### src/eec_pkg.sv
// constants and types for the two-wire serial eeprom master
// Contract
// - SDA falls while SCL high: START
// - SDA rises while SCL high: STOP
// - SDA changes only while SCL low
// - master starts only on an idle bus
// - receiver pulls SDA low on ninth clock
// - master makes clock, START, STOP, ack clock
// - master keeps page writes inside one page
// - poll with write control byte until acked; master sends it once per command and reports a nack in status
// - master ends read with nack then STOP
// - random read: address, repeated START, read
// - master ack on read continues with next byte
package eec_pkg;

  typedef enum logic [1:0] {
    EEC_OP_WRITE,
    EEC_OP_READ_CUR,
    EEC_OP_READ_RAND,
    EEC_OP_POLL
  } eec_op_e;

  // cnt_m1 is the byte count minus one, so one to eight bytes
  typedef struct packed {
    eec_op_e    op;
    logic [7:0] addr;
    logic [2:0] cnt_m1;
  } eec_cmd_s;

  typedef struct packed {
    logic nack;
    logic bad_page;
  } eec_sts_s;

  localparam int CLK_PERIOD_NS  = 4;
  localparam int SCL_PERIOD_NS  = 3000;
  localparam int T_HIGH_MIN_NS  = 600;
  localparam int QUARTER_CYC    =
    (SCL_PERIOD_NS / 4 + CLK_PERIOD_NS - 1) / CLK_PERIOD_NS;
  localparam int HIGH_MIN_CYC   =
    (T_HIGH_MIN_NS + CLK_PERIOD_NS - 1) / CLK_PERIOD_NS;
  localparam int DIV_W          = 10;
  localparam logic [DIV_W-1:0] DIV_LAST = DIV_W'(QUARTER_CYC - 1);

  localparam logic [3:0] CTL_CODE  = 4'ha;
  localparam logic [2:0] CTL_CHIP  = 3'h0;
  localparam logic       RW_READ   = 1'b1;
  localparam logic       RW_WRITE  = 1'b0;
  localparam logic [3:0] ACK_BIT   = 4'h8;
  localparam logic [1:0] Q_LAST    = 2'h3;
  localparam logic [3:0] PAGE_LAST = 4'h7;

  function automatic logic [7:0] ctl_byte(input logic rw);
    ctl_byte = {CTL_CODE, CTL_CHIP, rw};
  endfunction : ctl_byte

  function automatic logic crosses_page(input eec_cmd_s c);
    crosses_page = ({1'b0, c.addr[2:0]} + {1'b0, c.cnt_m1}) > PAGE_LAST;
  endfunction : crosses_page

endpackage : eec_pkg

### src/eec_master.sv
// two-wire bus master driving a small serial eeprom
`timescale 1ns/100ps
`default_nettype none
module eec_master (
  input  wire logic             clk,
  input  wire logic             rst_n,
  input  wire logic             cmd_valid,
  output logic                  cmd_ready,
  input  wire eec_pkg::eec_cmd_s cmd,
  input  wire logic             wr_valid,
  output logic                  wr_ready,
  input  wire logic [7:0]       wr_data,
  output logic                  rd_valid,
  output logic [7:0]            rd_data,
  output logic                  done,
  output eec_pkg::eec_sts_s     status,
  output logic                  scl,
  input  wire logic             sda_i,
  output logic                  sda_o,
  output logic                  sda_oe_n
);

  typedef enum {
    S_IDLE, S_START, S_CTL, S_ADDR, S_WAIT, S_WDATA,
    S_RSTART, S_CTLR, S_RDATA, S_STOP, S_DONE
  } eec_state_e;

  eec_state_e                  state;
  eec_pkg::eec_cmd_s           cmd_q;
  eec_pkg::eec_sts_s           sts;
  logic [eec_pkg::DIV_W-1:0]   div;
  logic                        tick;
  logic [1:0]                  qcnt;
  logic [3:0]                  bcnt;
  logic [2:0]                  remain;
  logic [7:0]                  shreg;
  logic                        sda_meta;
  logic                        sda_sync;
  logic                        tx_state;
  logic                        slot_end;
  logic                        byte_end;
  logic [11:0]                 hi_cnt;

  assign sda_o     = 1'b0;
  assign tick      = (div == eec_pkg::DIV_LAST);
  assign tx_state  = (state == S_CTL) || (state == S_ADDR) ||
                     (state == S_WDATA) || (state == S_CTLR);
  assign slot_end  = tick && (qcnt == eec_pkg::Q_LAST);
  assign byte_end  = slot_end && (bcnt == eec_pkg::ACK_BIT);
  assign wr_ready  = (state == S_WAIT);
  assign cmd_ready = (state == S_IDLE) && sda_sync && scl;

  always_ff @(posedge clk or negedge rst_n) begin
    if (!rst_n) begin
      sda_meta <= 1'b1;
      sda_sync <= 1'b1;
    end else begin
      sda_meta <= sda_i;
      sda_sync <= sda_meta;
    end
  end

  // quarter-bit divider; bus clock derived from clk
  always_ff @(posedge clk or negedge rst_n) begin
    if (!rst_n) begin
      div <= '0;
    end else if (state == S_IDLE || state == S_WAIT || tick) begin
      div <= '0;
    end else begin
      div <= div + 1'b1;
    end
  end

  always_ff @(posedge clk or negedge rst_n) begin
    if (!rst_n) begin
      qcnt <= '0;
      bcnt <= '0;
    end else if (state == S_IDLE || state == S_WAIT) begin
      qcnt <= '0;
      bcnt <= '0;
    end else if (tick) begin
      qcnt <= qcnt + 1'b1;
      if (qcnt == eec_pkg::Q_LAST) begin
        bcnt <= (bcnt == eec_pkg::ACK_BIT || state == S_START ||
                 state == S_RSTART) ? 4'h0 : bcnt + 1'b1;
      end
    end
  end

  always_ff @(posedge clk or negedge rst_n) begin
    if (!rst_n) begin
      scl      <= 1'b1;
      sda_oe_n <= 1'b1;
    end else if (tick) begin
      case (qcnt)
        2'h0: begin
          if (state == S_START || state == S_RSTART) begin
            sda_oe_n <= 1'b1;
          end else if (state == S_STOP) begin
            sda_oe_n <= 1'b0;
          end else if (tx_state) begin
            sda_oe_n <= (bcnt == eec_pkg::ACK_BIT) ? 1'b1 : shreg[7];
          end else if (state == S_RDATA) begin
            // ack to continue, nack on last
            sda_oe_n <= (bcnt == eec_pkg::ACK_BIT) ? (remain == 3'h0)
                                                   : 1'b1;
          end
        end
        2'h1: scl <= 1'b1;
        2'h2: begin
          if (state == S_START || state == S_RSTART) begin
            sda_oe_n <= 1'b0;
          end else if (state == S_STOP) begin
            sda_oe_n <= 1'b1;
          end
        end
        default: begin
          if (state != S_STOP) begin
            scl <= 1'b0;
          end
        end
      endcase
    end
  end

  always_ff @(posedge clk or negedge rst_n) begin
    if (!rst_n) begin
      state    <= S_IDLE;
      cmd_q    <= '0;
      sts      <= '0;
      remain   <= '0;
      shreg    <= '0;
      rd_valid <= 1'b0;
      rd_data  <= '0;
      done     <= 1'b0;
      status   <= '0;
    end else begin
      rd_valid <= 1'b0;
      done     <= 1'b0;
      case (state)
        S_IDLE: begin
          if (cmd_valid && cmd_ready) begin
            cmd_q  <= cmd;
            remain <= cmd.cnt_m1;
            sts    <= '0;
            // refuse a write that crosses a page
            if (cmd.op == eec_pkg::EEC_OP_WRITE &&
                eec_pkg::crosses_page(cmd)) begin
              sts.bad_page <= 1'b1;
              state        <= S_DONE;
            end else begin
              state <= S_START;
            end
          end
        end
        S_START, S_RSTART: begin
          if (slot_end) begin
            // control byte with code and direction
            if (state == S_RSTART ||
                cmd_q.op == eec_pkg::EEC_OP_READ_CUR) begin
              shreg <= eec_pkg::ctl_byte(eec_pkg::RW_READ);
              state <= S_CTLR;
            end else begin
              shreg <= eec_pkg::ctl_byte(eec_pkg::RW_WRITE);
              state <= S_CTL;
            end
          end
        end
        S_WAIT: begin
          if (wr_valid) begin
            shreg <= wr_data;
            state <= S_WDATA;
          end
        end
        S_CTL, S_ADDR, S_WDATA, S_CTLR, S_RDATA: begin
          if (tick && qcnt == 2'h2 && bcnt != eec_pkg::ACK_BIT) begin
            shreg <= tx_state ? {shreg[6:0], 1'b0}
                              : {shreg[6:0], sda_sync};
          end
          // slave ack sampled on ninth clock
          if (tick && qcnt == 2'h2 && bcnt == eec_pkg::ACK_BIT &&
              tx_state && sda_sync) begin
            sts.nack <= 1'b1;
          end
          if (byte_end) begin
            if (tx_state && sts.nack) begin
              state <= S_STOP;
            end else begin
              case (state)
                S_CTL: begin
                  // poll ends after the control byte
                  if (cmd_q.op == eec_pkg::EEC_OP_POLL) begin
                    state <= S_STOP;
                  end else begin
                    shreg <= cmd_q.addr;
                    state <= S_ADDR;
                  end
                end
                S_ADDR: begin
                  state <= (cmd_q.op == eec_pkg::EEC_OP_READ_RAND)
                           ? S_RSTART : S_WAIT;
                end
                S_WDATA: begin
                  // up to eight bytes, then STOP
                  remain <= remain - 1'b1;
                  state  <= (remain == 3'h0) ? S_STOP : S_WAIT;
                end
                S_CTLR: state <= S_RDATA;
                default: begin
                  rd_valid <= 1'b1;
                  rd_data  <= shreg;
                  remain   <= remain - 1'b1;
                  state    <= (remain == 3'h0) ? S_STOP : S_RDATA;
                end
              endcase
            end
          end
        end
        S_STOP: begin
          if (slot_end) begin
            state <= S_DONE;
          end
        end
        S_DONE: begin
          done   <= 1'b1;
          status <= sts;
          state  <= S_IDLE;
        end
        default: state <= S_IDLE;
      endcase
    end
  end

  always_ff @(posedge clk or negedge rst_n) begin
    if (!rst_n) begin
      hi_cnt <= '0;
    end else if (!scl) begin
      hi_cnt <= '0;
    end else if (hi_cnt != 12'hfff) begin
      hi_cnt <= hi_cnt + 1'b1;
    end
  end
endmodule : eec_master
`default_nettype wire

### config.mk
export PLATFORM = sky130hd
export DESIGN_NAME = eec_master
export DESIGN_NICKNAME = d
export VERILOG_FILES = /design/src/eec_pkg.sv /design/src/eec_master.sv
export SDC_FILE = /design/constraint.sdc
export NUM_CORES = 1
export LEC_CHECK = 0
export ABC_CLOCK_PERIOD_IN_PS = 1900
export BUFFER_PORTS_ARGS = -buffer_cell sky130_fd_sc_hd__buf_2
export CORE_ASPECT_RATIO = 1.1
export CORE_UTILIZATION = 25
export CTS_BUF_LIST = sky130_fd_sc_hd__clkbuf_8
export DETAILED_ROUTE_END_ITERATION = 10
export PLACE_DENSITY = 0.53
export SKIP_LAST_GASP = 1
export SYNTH_ARGS = -nofsm -noshare
export SYNTH_HDL_FRONTEND = slang
export SYNTH_SLANG_ARGS = --single-unit
### constraint.sdc
create_clock -name clk -period 1.9 [get_ports clk]
set_input_delay 0.38 -clock clk [delete_from_list [all_inputs] [get_ports clk]]
set_output_delay 0.38 -clock clk [all_outputs]
set_load 0.005 [all_outputs]
### Word-level counts from Yosys, hierarchy flattened

Index checks and enable logic that the tools add are counted.

* equal/unequal tests: 39
* reductions and logical operators: 46
* add/sub/neg operators: 5
* mux-type cells: 56
* bitwise gates (word level): 3
* magnitude comparators: 1

Operators with widths (number)
* $eq 32x4->1 const B: 7
* $eq 32x3->1 const B: 6
* $mux 32: 6
* $pmux 32 s5: 1
* $eq 32x2->1 const B: 3
* $eq 32x5->1 const B: 2
* $logic_not 32->1: 2
* $mux 8: 7
* $eq 32x1->1 const B: 1
* $ne 32x5->1 const B: 1
* $mux 4: 7
* $pmux 8 s3: 1
* $mux 1: 19
* $ne 2x2->1 const B: 8
* $pmux 4 s4: 1
* $mux 3: 5
* $logic_and 1x1->1: 12
* $add 10x1->10 const B: 1
* $eq 10x8->1 const B: 1
* $mux 10: 1
* $reduce_and 5->1: 2
* $reduce_bool 2->1: 5
* $logic_or 1x1->1: 9
* $reduce_and 3->1: 3
* other kinds (24): 39

* word-level logic and storage cells: 169
* input port bits: 26
* flip-flop bits (word level): 87
* output and inout port bits: 17

### Longest topological paths before layout

Gate-level depths: netlist (run 1).

* depth in word-level cells: 11
* depth in mapped cells: 8
* mapped depth without buffers: 7

### Worst setup path before layout (run 1)

OpenSTA, ideal clock, no wires.

* path type: register to register
* start: register sts[1] in the netlist's numbering
* end: register shreg[1]
* stages on the path, launching flop included: 7
* arrival time: 1900 ps
* clock period less this slack: 2030 ps
* buffers on the path: 1
* library setup time: 130 ps
* required time: 1770 ps
* setup slack: -130 ps
* path through: dfrtp_1 > buf_6 > or3_1 > or4_4 > or3_4 > a31o_1 > o2bb2ai_1

* cells in the longest elaborated chain, start to end: 4

RTL lines
* start, declared: line eec_master.sv:30 `eec_pkg::eec_sts_s sts;`
* $logic_and 1x1->1: line eec_master.sv:186 `if (tx_state && sts.nack) begin`
* $mux 8: line eec_master.sv:186
* $mux 8: line eec_master.sv:185 `if (byte_end) begin`
* $pmux 8 s3: line eec_master.sv:140 `case (state)`
* end signal, assigned: line eec_master.sv:161 `shreg <= eec_pkg::ctl_byte(eec_pkg::RW_READ);`
* end signal, assigned: line eec_master.sv:164 `shreg <= eec_pkg::ctl_byte(eec_pkg::RW_WRITE);`
* end signal, assigned: line eec_master.sv:195 `shreg <= cmd_q.addr;`
* end, declared: line eec_master.sv:36 `logic [7:0] shreg;`

Every way passes these cells.
A chain may end at the register's enable or synchronous reset.

### Final worst setup path (run 1)

* start: register state[0]
* end: register shreg[1]

* cells in the longest elaborated chain, start to end: 8
* elaborated cells between the ends (all ways): 26
* classes of those cells: eq/ne (14); mux (4); reduce/logical (8)

RTL lines
* start, declared: line eec_master.sv:28 `eec_state_e state;`
* start signal, assigned: line eec_master.sv:200 `state <= (cmd_q.op == eec_pkg::EEC_OP_READ_RAND)`
* start signal, assigned: line eec_master.sv:206 `state <= (remain == 3'h0) ? S_STOP : S_WAIT;`
* start signal, assigned: line eec_master.sv:213 `state <= (remain == 3'h0) ? S_STOP : S_RDATA;`
* $eq 32x3->1: line eec_master.sv:46 `assign tx_state = (state == S_CTL) || (state == S_ADDR) ||`
* $logic_or 1x1->1 (2 in a row): line eec_master.sv:46
* $logic_or 1x1->1: line eec_master.sv:47 `(state == S_WDATA) || (state == S_CTLR);`
* $logic_and 1x1->1: line eec_master.sv:186
* $mux 8: line eec_master.sv:186
* $mux 8: line eec_master.sv:185
* $pmux 8 s3: line eec_master.sv:140

Parallel ways exist; a longest one is shown, timed or not.

==> summary.md, run 1 <==
| Metric | Value |
|---|---|
| Area occupied by multi-input gates | `1950 µm²` |
| Initial Utilization | `26.1%` |
| Via/cell ratio | `4.98` |
| Clock slew at reported path FFs | `70 ps` |
| Distinct cells, synth | `69` |
| Post-route ant nets | `0` |
| Most used routing layer | `met2` |
| Area leader, netlist | `dfrtp_1` |
| Die area | `13800 µm²` |
| Final hold violation count | `0` |
| Top post-synthesis cells by count | `55 x dfrtp_1, 32 x nor2_1, 21 x mux2_2, 17 x nand2_1, 14 x inv_1` |
| Core Box Area | `12800 µm²` |
| CTS tree | `yes` |
| Fin crit period | `2110 ps` |
| WP data arrival | `2330 ps` |
| Setup violators final | `22` |
| Rel. slew slack | `62.5%` |
| Type of the worst setup path | `reg -> reg` |
| Mapped Cells | `333` |
| GR Overflow Total | `0` |
| Worst setup margin | `-206 ps` |
| Max Root-Sink Buffers | `2` |
| Fin Clk Skew | `10.3 ps` |
| Outcome | `finished, violations left` |
| # diodes | `0` |
| Slowest stage cell, crit path | `or4_4` |
| Synth Net Count | `370` |
| Max-cap violations | `0` |
| Register bit count reported by yosys | `59` |
| Initial drt markers | `194` |
| Area after DPL | `4240 µm²` |
| WP data required | `2130 ps` |
| Number of port buffers | `41` |
| Inst Count DP | `585` |
| Vias in the first global route | `3163` |
| Post-synthesis sequential area ratio | `44.3%` |
| Total wire length | `9.48 mm` |
| CP endpoint kind | `flip-flop` |
| H-tree level count | `3` |
| CP max stage delay | `550 ps` |
| Flop2flop setup slack | `-210 ps` |
| Critical path, cell by cell | `buf_6 -> buf_4 -> or4_4 -> or3_4 -> a31o_4 -> o2bb2ai_1` |
| Total number of vias | `3075` |
| Syn_area_per_cell | `10.0 µm²` |
| Clk Latency, worst-skew pair | `350 ps` |
| Routed wire per std cell | `15.4 µm` |
| Failing checks | `DRC, setup timing` |
| GR Util met1 | `18.0%` |
| Hold Worst Slack | `133 ps` |
| Hpwl dp | `6.82 mm` |
| Grt met3 use | `3.33%` |
| Power Density | `510 nW/µm²` |
| Die Wd | `112 µm` |
| Max Slew Vio Count | `0` |
| Mapped Area | `3340 µm²` |
| CTS root buf | `clkbuf_8` |
| Fillers | `1297` |
| Router iterations before antenna repair | `8` |
| Hold Path Depth | `1` |
| I/O Pins | `43` |
| Most frequent cell after synthesis | `dfrtp_1` |
| DRC Markers | `4` |
| CTS Buf Count | `9` |
| Register Area | `1480 µm²` |
| Number of synthesized flops with an enable pin | `0` |
| Worst hold path class | `in -> reg` |
| Non-Filler Instances | `617` |
| First-pass GRT wire length | `15.5 mm` |
| Pleak | `2.28 nW` |
| Clk sinks | `59` |
| Async SR Flop Fraction | `100%` |
| M2 GR Usage | `24.4%` |
| Total power draw | `2.46 mW` |
| Slew @ Worst Pin | `557 ps` |
| Peak VDD IR | `0.362 mV` |
| FF-to-FF path depth | `6` |
| Syn. warnings | `0` |
| Layout cells sized above 1 | `46.1%` |
| Crit path max-delay family | `simple AND/OR/NAND/NOR gates` |
| Max Fclk | `0.475 GHz` |
| Design area | `4820 µm²` |
| Overall global routing resource usage | `14.4%` |
| Crit. path cell count | `6` |
| Period utilisation layout | `111%` |
| Critical Path Start Type | `flip-flop` |
| Largest net degree at the start of global routing | `33` |
| Row cnt | `43` |
| CP Max Fanout | `5` |
| Top cells by area, synth | `dfrtp_1 41%, mux2_2 7.1%, ha_1 4.1%, nor2_1 3.6%, dfstp_2 3.1%` |
| CP Buf/Inv Count | `2` |
| Initial antenna violation count | `0` |
| Main synth FF type | `dfrtp_1` |
| RD Place Congestion | `0.837` |
| Area Growth Syn to Fin | `44.3%` |
| Area fraction of the dominant cell type after synthesis | `41.2%` |
| Final #Nets | `492` |
| Die H | `123 µm` |
| Unrepaired setup endpoints after global routing | `true` |
==> power by group <==
group          total, mW  leakage, nW  switching, mW  internal (mW)
Sequential          1.26        0.778        0.00205           1.26
Combinational     0.0797         1.39         0.0454         0.0344
Clock               1.12        0.110          0.495          0.622
Total               2.46         2.28          0.543           1.92
==> worst paths after layout <==
kind                                         end                 start
max in group asynchronous       div[2]$_DFF_PN0_                 rst_n
min reg2reg                   sda_sync$_DFF_PN1_    sda_meta$_DFF_PN1_
max                         shreg[1]$_DFFE_PN0P_  state[0]$_DFFE_PN0P_
min in group asynchronous  status[0]$_DFFE_PN0P_                 rst_n
max reg2reg                 shreg[1]$_DFFE_PN0P_  state[0]$_DFFE_PN0P_
min                           sda_meta$_DFF_PN1_                 sda_i
==> cells by family after synthesis <==
group | count (synthesis) | share of synthesized area, %
AO/OA/AOI/OAI | 74 | 16.2
XOR/XNOR | 9 | 2.36
adder cells (fa/ha/maj) | 11 | 4.12
buffers and inverters | 32 | 4.15
flip-flops | 59 | 44.3
multiplexers | 24 | 7.97
other | 1 | 0.112
AND/OR/NAND/NOR | 123 | 20.8
==> sequential cells by signal, indices dropped and copies added (netlist names), 3 cells and up <==
register,cells
state,4
remain,3
cmd_q,10
rd_data,8
shreg,8
bcnt,4
div,10
==> metrics by stage <==
stage          setup slack, ps  setup TNS (ps)  util, %
6_report                  -206           -2850     37.7
5_1_grt                   -242           -4100     37.7
4_1_cts                   -154           -3050     35.9
3_5_place_dp              -161           -2570     33.1
3_3_place_gp              -135           -2220     33.1
2_1_floorplan             -130           -2050        -
==> placed cells by master (no fill, tap or decap), types with 7 or more instances in the layout <==
master / n
nand2_1: 17
dfrtp_1: 55
a221oi_1: 7
nand3_1: 12
buf_2: 39
o21ai_0: 8
mux2_2: 21
inv_1: 17
ha_1: 9
and2_1: 7
buf_6: 10
a21oi_1: 11
nor2_1: 30
nor3_1: 8
buf_4: 74
clkbuf_8: 10
==> layout make-up <==
class | count | area share [%]
clock buffer | 10 | 2.85
clock inverter | 6 | 1.06
inverter | 15 | 1.17
multi-input combinational | 242 | 40.5
sequential | 59 | 30.7
tap | 157 | 4.07
timing repair buffer | 128 | 19.7
==> per-layer routing <==
metal / vias to the layer above / routed length, µm
met5: - / 0
li1: 1464 / -
met2: 73 / 4690
met4: 0 / 142
met3: 13 / 397
met1: 1525 / 4260
==> timing repair <==
action / in CTS / in global routing
hold endpoints to repair: 6 / 0
setup endpoints to repair: 26 / 39
hold buffers: 1 / 0
gates resized for setup: 17 / 42
gates cloned: 0 / 0
pin swaps: 8 / 17
setup buffers: 10 / 6
Power figures use the tool's default switching activity.
==> run 2: changes to the inputs <==
--- a/config.mk
+++ b/config.mk
@@ -12,6 +12,7 @@
 export CTS_BUF_LIST = sky130_fd_sc_hd__clkbuf_8
 export DETAILED_ROUTE_END_ITERATION = 10
 export PLACE_DENSITY = 0.53
+export SKIP_CTS_REPAIR_TIMING = 1
 export SKIP_LAST_GASP = 1
 export SYNTH_ARGS = -nofsm -noshare
 export SYNTH_HDL_FRONTEND = slang
==> run 2 against run 1 <==
  * The flow finishes with violations (DRC, hold timing, setup timing)
  * Cell area fell by 3.2%
  * Sequential share of layout area rose by 1.0 points
  * Global-route usage fell by 0.35 points
  * Sequential power barely moved
==> summary.md, run 2 (synthesis results as in run 1) <==
| Metric | Value |
|---|---|
| I/O Pins | `43 (unchanged)` |
| Setup violators final | `20 (-9.1%)` |
| Power Density | `526 nW/µm² (+3.2%)` |
| Max Root-Sink Buffers | `2 (unchanged)` |
| Die H | `123 µm (unchanged)` |
| Final #Nets | `488 (-0.81%)` |
| Max Fclk | `0.485 GHz (+2.1%)` |
| GR Overflow Total | `0 (unchanged)` |
| Unrepaired setup endpoints after global routing | `true` |
| Router iterations before antenna repair | `7 (-1)` |
| Core Box Area | `12800 µm² (unchanged)` |
| Final hold violation count | `6 (+6)` |
| Post-route ant nets | `0 (unchanged)` |
| Max-cap violations | `0 (unchanged)` |
| CP Buf/Inv Count | `4 (+2)` |
| Most frequent cells in the layout | `72 x buf_4, 55 x dfrtp_1, 40 x buf_2, 31 x nor2_1, 21 x mux2_2` |
| Routed wire per std cell | `15.1 µm (-1.4%)` |
| Slowest stage cell, crit path | `dfrtp_1` |
| Total wire length | `9.29 mm (-2.1%)` |
| CTS tree | `yes` |
| Initial antenna violation count | `0 (unchanged)` |
| Largest net degree at the start of global routing | `33 (unchanged)` |
| CTS Buf Count | `9 (unchanged)` |
| Initial drt markers | `232 (+20%)` |
| Period utilisation layout | `109% (-2.3 points)` |
| Total power draw | `2.46 mW (-0.11%)` |
| Clk Latency, worst-skew pair | `350 ps (about the same)` |
| Initial Utilization | `26.1% (unchanged)` |
| Slew @ Worst Pin | `490 ps (-67.2 ps)` |
| RD Place Congestion | `0.837 (unchanged)` |
| Worst hold path class | `in -> async` |
| Commonest non-fill, non-tap cell in the layout | `buf_4` |
| Fin crit period | `2060 ps (-42.8 ps)` |
| Pleak | `2.23 nW (-2.3%)` |
| First-pass GRT wire length | `15.1 mm (-2.5%)` |
| Fillers | `1320 (+1.8%)` |
| Worst setup margin | `-163 ps (+42.8 ps)` |
| WP data arrival | `1680 ps (-650 ps)` |
| Crit path max-delay family | `buffers and inverters` |
| Max Slew Vio Count | `0 (unchanged)` |
| Die Wd | `112 µm (unchanged)` |
| H-tree level count | `3 (unchanged)` |
| Cell mode on critical path | `buf_6` |
| Peak VDD IR | `0.364 mV (+0.38%)` |
| WP data required | `1520 ps (-610 ps)` |
| Rel. slew slack | `67.1% (+4.5 points)` |
| Layout cells sized above 1 | `42.1% (-4.0 points)` |
| CP Max Fanout | `7 (+2)` |
| # diodes | `0 (unchanged)` |
| Die area | `13800 µm² (unchanged)` |
| Clock slew at reported path FFs | `70 ps (about the same)` |
| Hold Worst Slack | `-9.05 ps (-142 ps)` |
| Row cnt | `43 (unchanged)` |
| Failing checks | `DRC, hold timing, setup timing` |
| Overall global routing resource usage | `14.1% (-0.35 points)` |
| Total number of vias | `3054 (-0.68%)` |
| Area Growth Syn to Fin | `39.7%` |
| Via/cell ratio | `4.98 (about the same)` |
| Critical path, cell by cell | `buf_6 -> buf_8 -> nor4_4 -> buf_4 -> and3_4 -> buf_6` |
| Number of port buffers | `41 (unchanged)` |
| Critical Path Start Type | `flip-flop` |
| Fin Clk Skew | `8.84 ps (-1.43 ps)` |
| Type of the worst setup path | `reg -> out` |
| CTS root buf | `clkbuf_8` |
| CP max stage delay | `380 ps (-170 ps)` |
| Registers with the most flip-flops | `cmd_q (10), div (10)` |
| DRC Markers | `4 (unchanged)` |
| CP endpoint kind | `output pin` |
| Hpwl dp | `6.82 mm (unchanged)` |
| Vias in the first global route | `3059 (-3.3%)` |
| Pre-CTS setup slack | `-161 ps (unchanged)` |
| Outcome | `finished, violations left` |
| Clk sinks | `59 (unchanged)` |
## run 2: cell count changes in the layout (fill, tap and decap cells not counted), sizes merged
cell	change
nor2	+1
buf	-4
dlygate4sd3	-1
## run 2: through the flow
step | std cells | TNS [ps] | utilization (%) | hold WS, ps | instance area, µm²
floorplan | 333 | -2050 | - | 84.4 | 3360
global placement | 585 | -2220 | 33.1 | 348 | 4240
detailed placement | 585 | -2570 | 33.1 | 347 | 4240
CTS | 601 | -3520 | 34.6 | -9.13 | 4430
global route | 613 | -4840 | 36.5 | 18.6 | 4670
finish | 613 | -2510 | 36.5 | -9.05 | 4670
## run 2: worst reg2reg max path: cells and delay by family, from the launching register on
family	cells	cell delay (ps)
flip-flops	1	400
AND/OR/NAND/NOR	3	1170
multiplexers	1	370
## run 2: final timing paths
path                                 startpoint                endpoint  slack [ps]  depth (start not counted)
max                        state[1]$_DFFE_PN0P_               cmd_ready        -160                          6
min                                       rst_n   status[0]$_DFFE_PN0P_          -9                          1
max reg2reg                state[0]$_DFFE_PN0P_  rd_data[4]$_DFFE_PN0P_        -150                          4
min reg2reg                  sda_meta$_DFF_PN1_      sda_sync$_DFF_PN1_         360                          0
max in group asynchronous                 rst_n        div[2]$_DFF_PN0_        1370                          2
min in group clk                          sda_i      sda_meta$_DFF_PN1_         130                          1
## run 2: area by class of cell
| class | instances | area, µm² | area share (%) |
|---|---|---|---|
| multi-input cells | 243 | 1860 | 39.8 |
| flip-flops and latches | 59 | 1480 | 31.7 |
| repair buffers | 123 | 890 | 19.0 |
| well taps | 157 | 196 | 4.21 |
| clock buffers | 10 | 138 | 2.95 |
| inverters | 15 | 56.3 | 1.21 |
| clock inverters | 6 | 51.3 | 1.10 |
## run 2: routing by layer
metal,vias to the layer above,wire [µm],track usage (%)
met4,0,163,5.33
met2,77,4460,23.6
li1,1461,-,-
met3,15,401,3.38
met1,1501,4260,17.6
met5,-,0,0
## run 2: report_power, final
| part | internal [mW] | switching, mW | leakage, nW |
|---|---|---|---|
| Combinational | 0.0330 | 0.0448 | 1.34 |
| Sequential | 1.26 | 0.00201 | 0.778 |
| Clock | 0.622 | 0.494 | 0.110 |
| Total | 1.92 | 0.541 | 2.23 |
==> run 3: changes to the inputs <==
--- a/config.mk
+++ b/config.mk
@@ -11,6 +11,7 @@
 export CORE_UTILIZATION = 25
 export CTS_BUF_LIST = sky130_fd_sc_hd__clkbuf_8
 export DETAILED_ROUTE_END_ITERATION = 10
+export MAX_ROUTING_LAYER = met4
 export PLACE_DENSITY = 0.53
 export SKIP_CTS_REPAIR_TIMING = 1
 export SKIP_LAST_GASP = 1
==> run 3 against run 2 <==
  * First-iteration DRC count decreased by 5.6%
  * Hold slack lost 1.6 ps
  * Highest routed layer unchanged
  * Maximum frequency is 0.18% lower
  * Critical path type unchanged
  * Setup slack worse by 3.8 ps
  * Sequential share of layout area hardly changed
  * Sequential power about the same
  * The flow still finishes with violations (DRC, hold timing, setup timing)
==> summary.md, run 3 (synthesis results as in run 1) <==
| Metric | Value |
|---|---|
| Initial Utilization | `26.1% (unchanged)` |
| Layout cells sized above 1 | `42.3% (+0.22 points)` |
| Slowest stage cell, crit path | `dfrtp_1` |
| Unrepaired setup endpoints after global routing | `true` |
| Combinational power share | `3.2% (about the same)` |
| Max-cap violations | `0 (unchanged)` |
| Period utilisation layout | `109% (+0.20 points)` |
| Clk sinks | `59 (unchanged)` |
| Type of the worst setup path | `reg -> out` |
| # diodes | `0 (unchanged)` |
| FF-to-FF End | `rd_data[4]$_DFFE_PN0P_` |
| Fin Setup TNS | `-2560 ps (-54.2 ps)` |
| Most frequent cells in the layout | `72 x buf_4, 55 x dfrtp_1, 40 x buf_2, 31 x nor2_1, 21 x mux2_2` |
| Registers with the most flip-flops | `cmd_q (10), div (10)` |
| Slew @ Worst Pin | `487 ps (-2.81 ps)` |
| Commonest non-fill, non-tap cell in the layout | `buf_4` |
| Die area | `13800 µm² (unchanged)` |
| Peak VDD IR | `0.364 mV (about the same)` |
| RD Place Congestion | `0.850 (+1.5%)` |
| First-pass GRT wire length | `15.1 mm (+0.23%)` |
| Rel. slew slack | `67.3% (+0.19 points)` |
| Overall global routing resource usage | `14.5% (+0.45 points)` |
| CTS root buf | `clkbuf_8` |
| CP max stage delay | `380 ps (about the same)` |
| Flop2flop setup slack | `-160 ps (about the same)` |
| Max Fclk | `0.484 GHz (-0.18%)` |
| Number of port buffers | `41 (unchanged)` |
| Reg power frac | `51.4% (about the same)` |
| CP Max Fanout | `7 (unchanged)` |
| Setup violators final | `21 (+5.0%)` |
| Clock slew at reported path FFs | `70 ps (about the same)` |
| Worst setup margin | `-167 ps (-3.78 ps)` |
| CP Buf/Inv Count | `4 (unchanged)` |
| Switching power total | `0.540 mW (-0.22%)` |
| Largest net degree at the start of global routing | `33 (unchanged)` |
| Via/cell ratio | `4.98 (about the same)` |
| Clk Latency, worst-skew pair | `350 ps (about the same)` |
| CP endpoint kind | `output pin` |
| Max Root-Sink Buffers | `2 (unchanged)` |
| Cell mode on critical path | `buf_6` |
| Critical path, cell by cell | `buf_6 -> buf_8 -> nor4_4 -> buf_4 -> and3_4 -> buf_6` |
| Clock network power share | `45.4% (about the same)` |
| Routed wire per std cell | `15.2 µm (+0.19%)` |
| Final #Nets | `488 (unchanged)` |
| Initial drt markers | `219 (-5.6%)` |
| Worst hold path class | `in -> async` |
| Pleak | `2.23 nW (about the same)` |
| WP data required | `1520 ps (about the same)` |
| Initial antenna violation count | `0 (unchanged)` |
| Reg2reg start | `state[0]$_DFFE_PN0P_` |
| Die Wd | `112 µm (unchanged)` |
| Max Slew Vio Count | `0 (unchanged)` |
| Area after DPL | `4240 µm² (unchanged)` |
| DRC Markers | `4 (unchanged)` |
| Inst Count DP | `585 (unchanged)` |
| GR Overflow Total | `0 (unchanged)` |
| Non-Filler Instances | `613 (unchanged)` |
| Total wire length | `9.30 mm (+0.19%)` |
| Critical Path Start Type | `flip-flop` |
| Vias in the first global route | `3050 (-0.29%)` |
| Die H | `123 µm (unchanged)` |
| H-tree level count | `3 (unchanged)` |
| Row cnt | `43 (unchanged)` |
| CTS Buf Count | `9 (unchanged)` |
| Core Box Area | `12800 µm² (unchanged)` |
| Failing checks | `DRC, hold timing, setup timing` |
| Design area | `4670 µm² (about the same)` |
| Router iterations before antenna repair | `7 (unchanged)` |
| I/O Pins | `43 (unchanged)` |
| Power Density | `526 nW/µm² (-0.10%)` |
| Area Growth Syn to Fin | `39.8% (about the same)` |
| Final hold violation count | `6 (unchanged)` |
| Final Util | `36.5% (about the same)` |
| Total number of vias | `3053 (-0.033%)` |
| Post-route ant nets | `0 (unchanged)` |
| WP data arrival | `1690 ps (about the same)` |
| Net Sw Frac | `22.0% (-0.038 points)` |
| P_int | `1.92 mW (about the same)` |
| Hpwl dp | `6.82 mm (unchanged)` |
| FF-to-FF path depth | `4 (unchanged)` |
| Hold Worst Slack | `-10.7 ps (-1.61 ps)` |
| CTS tree | `yes` |
| Fin Clk Skew | `8.92 ps (+0.0733 ps)` |
| Crit path max-delay family | `buffers and inverters` |
| Outcome | `finished, violations left` |
| Fin crit period | `2070 ps (+3.78 ps)` |
## run 3: cell count changes in the layout (fill, tap and decap cells not counted)
cell | previous run | this run
nand2b_1 | 5 | 4
nand2b_2 | 0 | 1
## run 3: per-layer routing
| layer | track usage, % | part of all wire, % | up-vias | wire, µm |
|---|---|---|---|---|
| li1 | - | - | 1460 | - |
| met3 | 3.33 | 4.2 | 13 | 393 |
| met1 | 17.8 | 46 | 1505 | 4280 |
| met4 | 5.33 | 1.6 | 0 | 153 |
| met5 | - | 0 | - | 0 |
| met2 | 23.5 | 48 | 75 | 4480 |
## run 3: per-stage QoR
step / power (mW) / setup WS, ps
2_1_floorplan: 1.30 / -130
3_3_place_gp: 1.37 / -135
5_1_grt: 2.56 / -258
4_1_cts: 2.50 / -317
3_5_place_dp: 1.37 / -161
6_report: 2.46 / -167
## run 3: worst max path at each step
stage	from	end	slack, ps	cells past startpoint
after floorplan	sts[1]$_DFFE_PN0P_	shreg[1]$_DFFE_PN0P_	-130	6
after global placement	state[3]$_DFFE_PN0P_	shreg[2]$_DFFE_PN0P_	-140	5
after detailed placement	state[0]$_DFFE_PN0P_	rd_data[4]$_DFFE_PN0P_	-160	4
after CTS	state[0]$_DFFE_PN0P_	cmd_ready	-320	6
after global routing	state[1]$_DFFE_PN0P_	cmd_ready	-260	6
final	state[1]$_DFFE_PN0P_	cmd_ready	-170	6
## run 3: power groups by stage
stage	clock network [mW]	logic (mW)	registers, mW
after floorplan	0	0.0127	1.29
after global placement	0	0.0791	1.29
after detailed placement	0	0.0803	1.29
after CTS	1.16	0.0807	1.26
after global routing	1.21	0.0885	1.26
final	1.12	0.0780	1.26
## run 3: cell type report
| type | count | area (µm²) |
|---|---|---|
| Multi-Input combinational cell | 243 | 1860 |
| Timing Repair Buffer | 123 | 890 |
| Clock buffer | 10 | 138 |
| Tap cell | 157 | 196 |
| Fill cell | 1321 | 8130 |
| Inverter | 15 | 56.3 |
| Sequential cell | 59 | 1480 |
| Clock inverter | 6 | 51.3 |
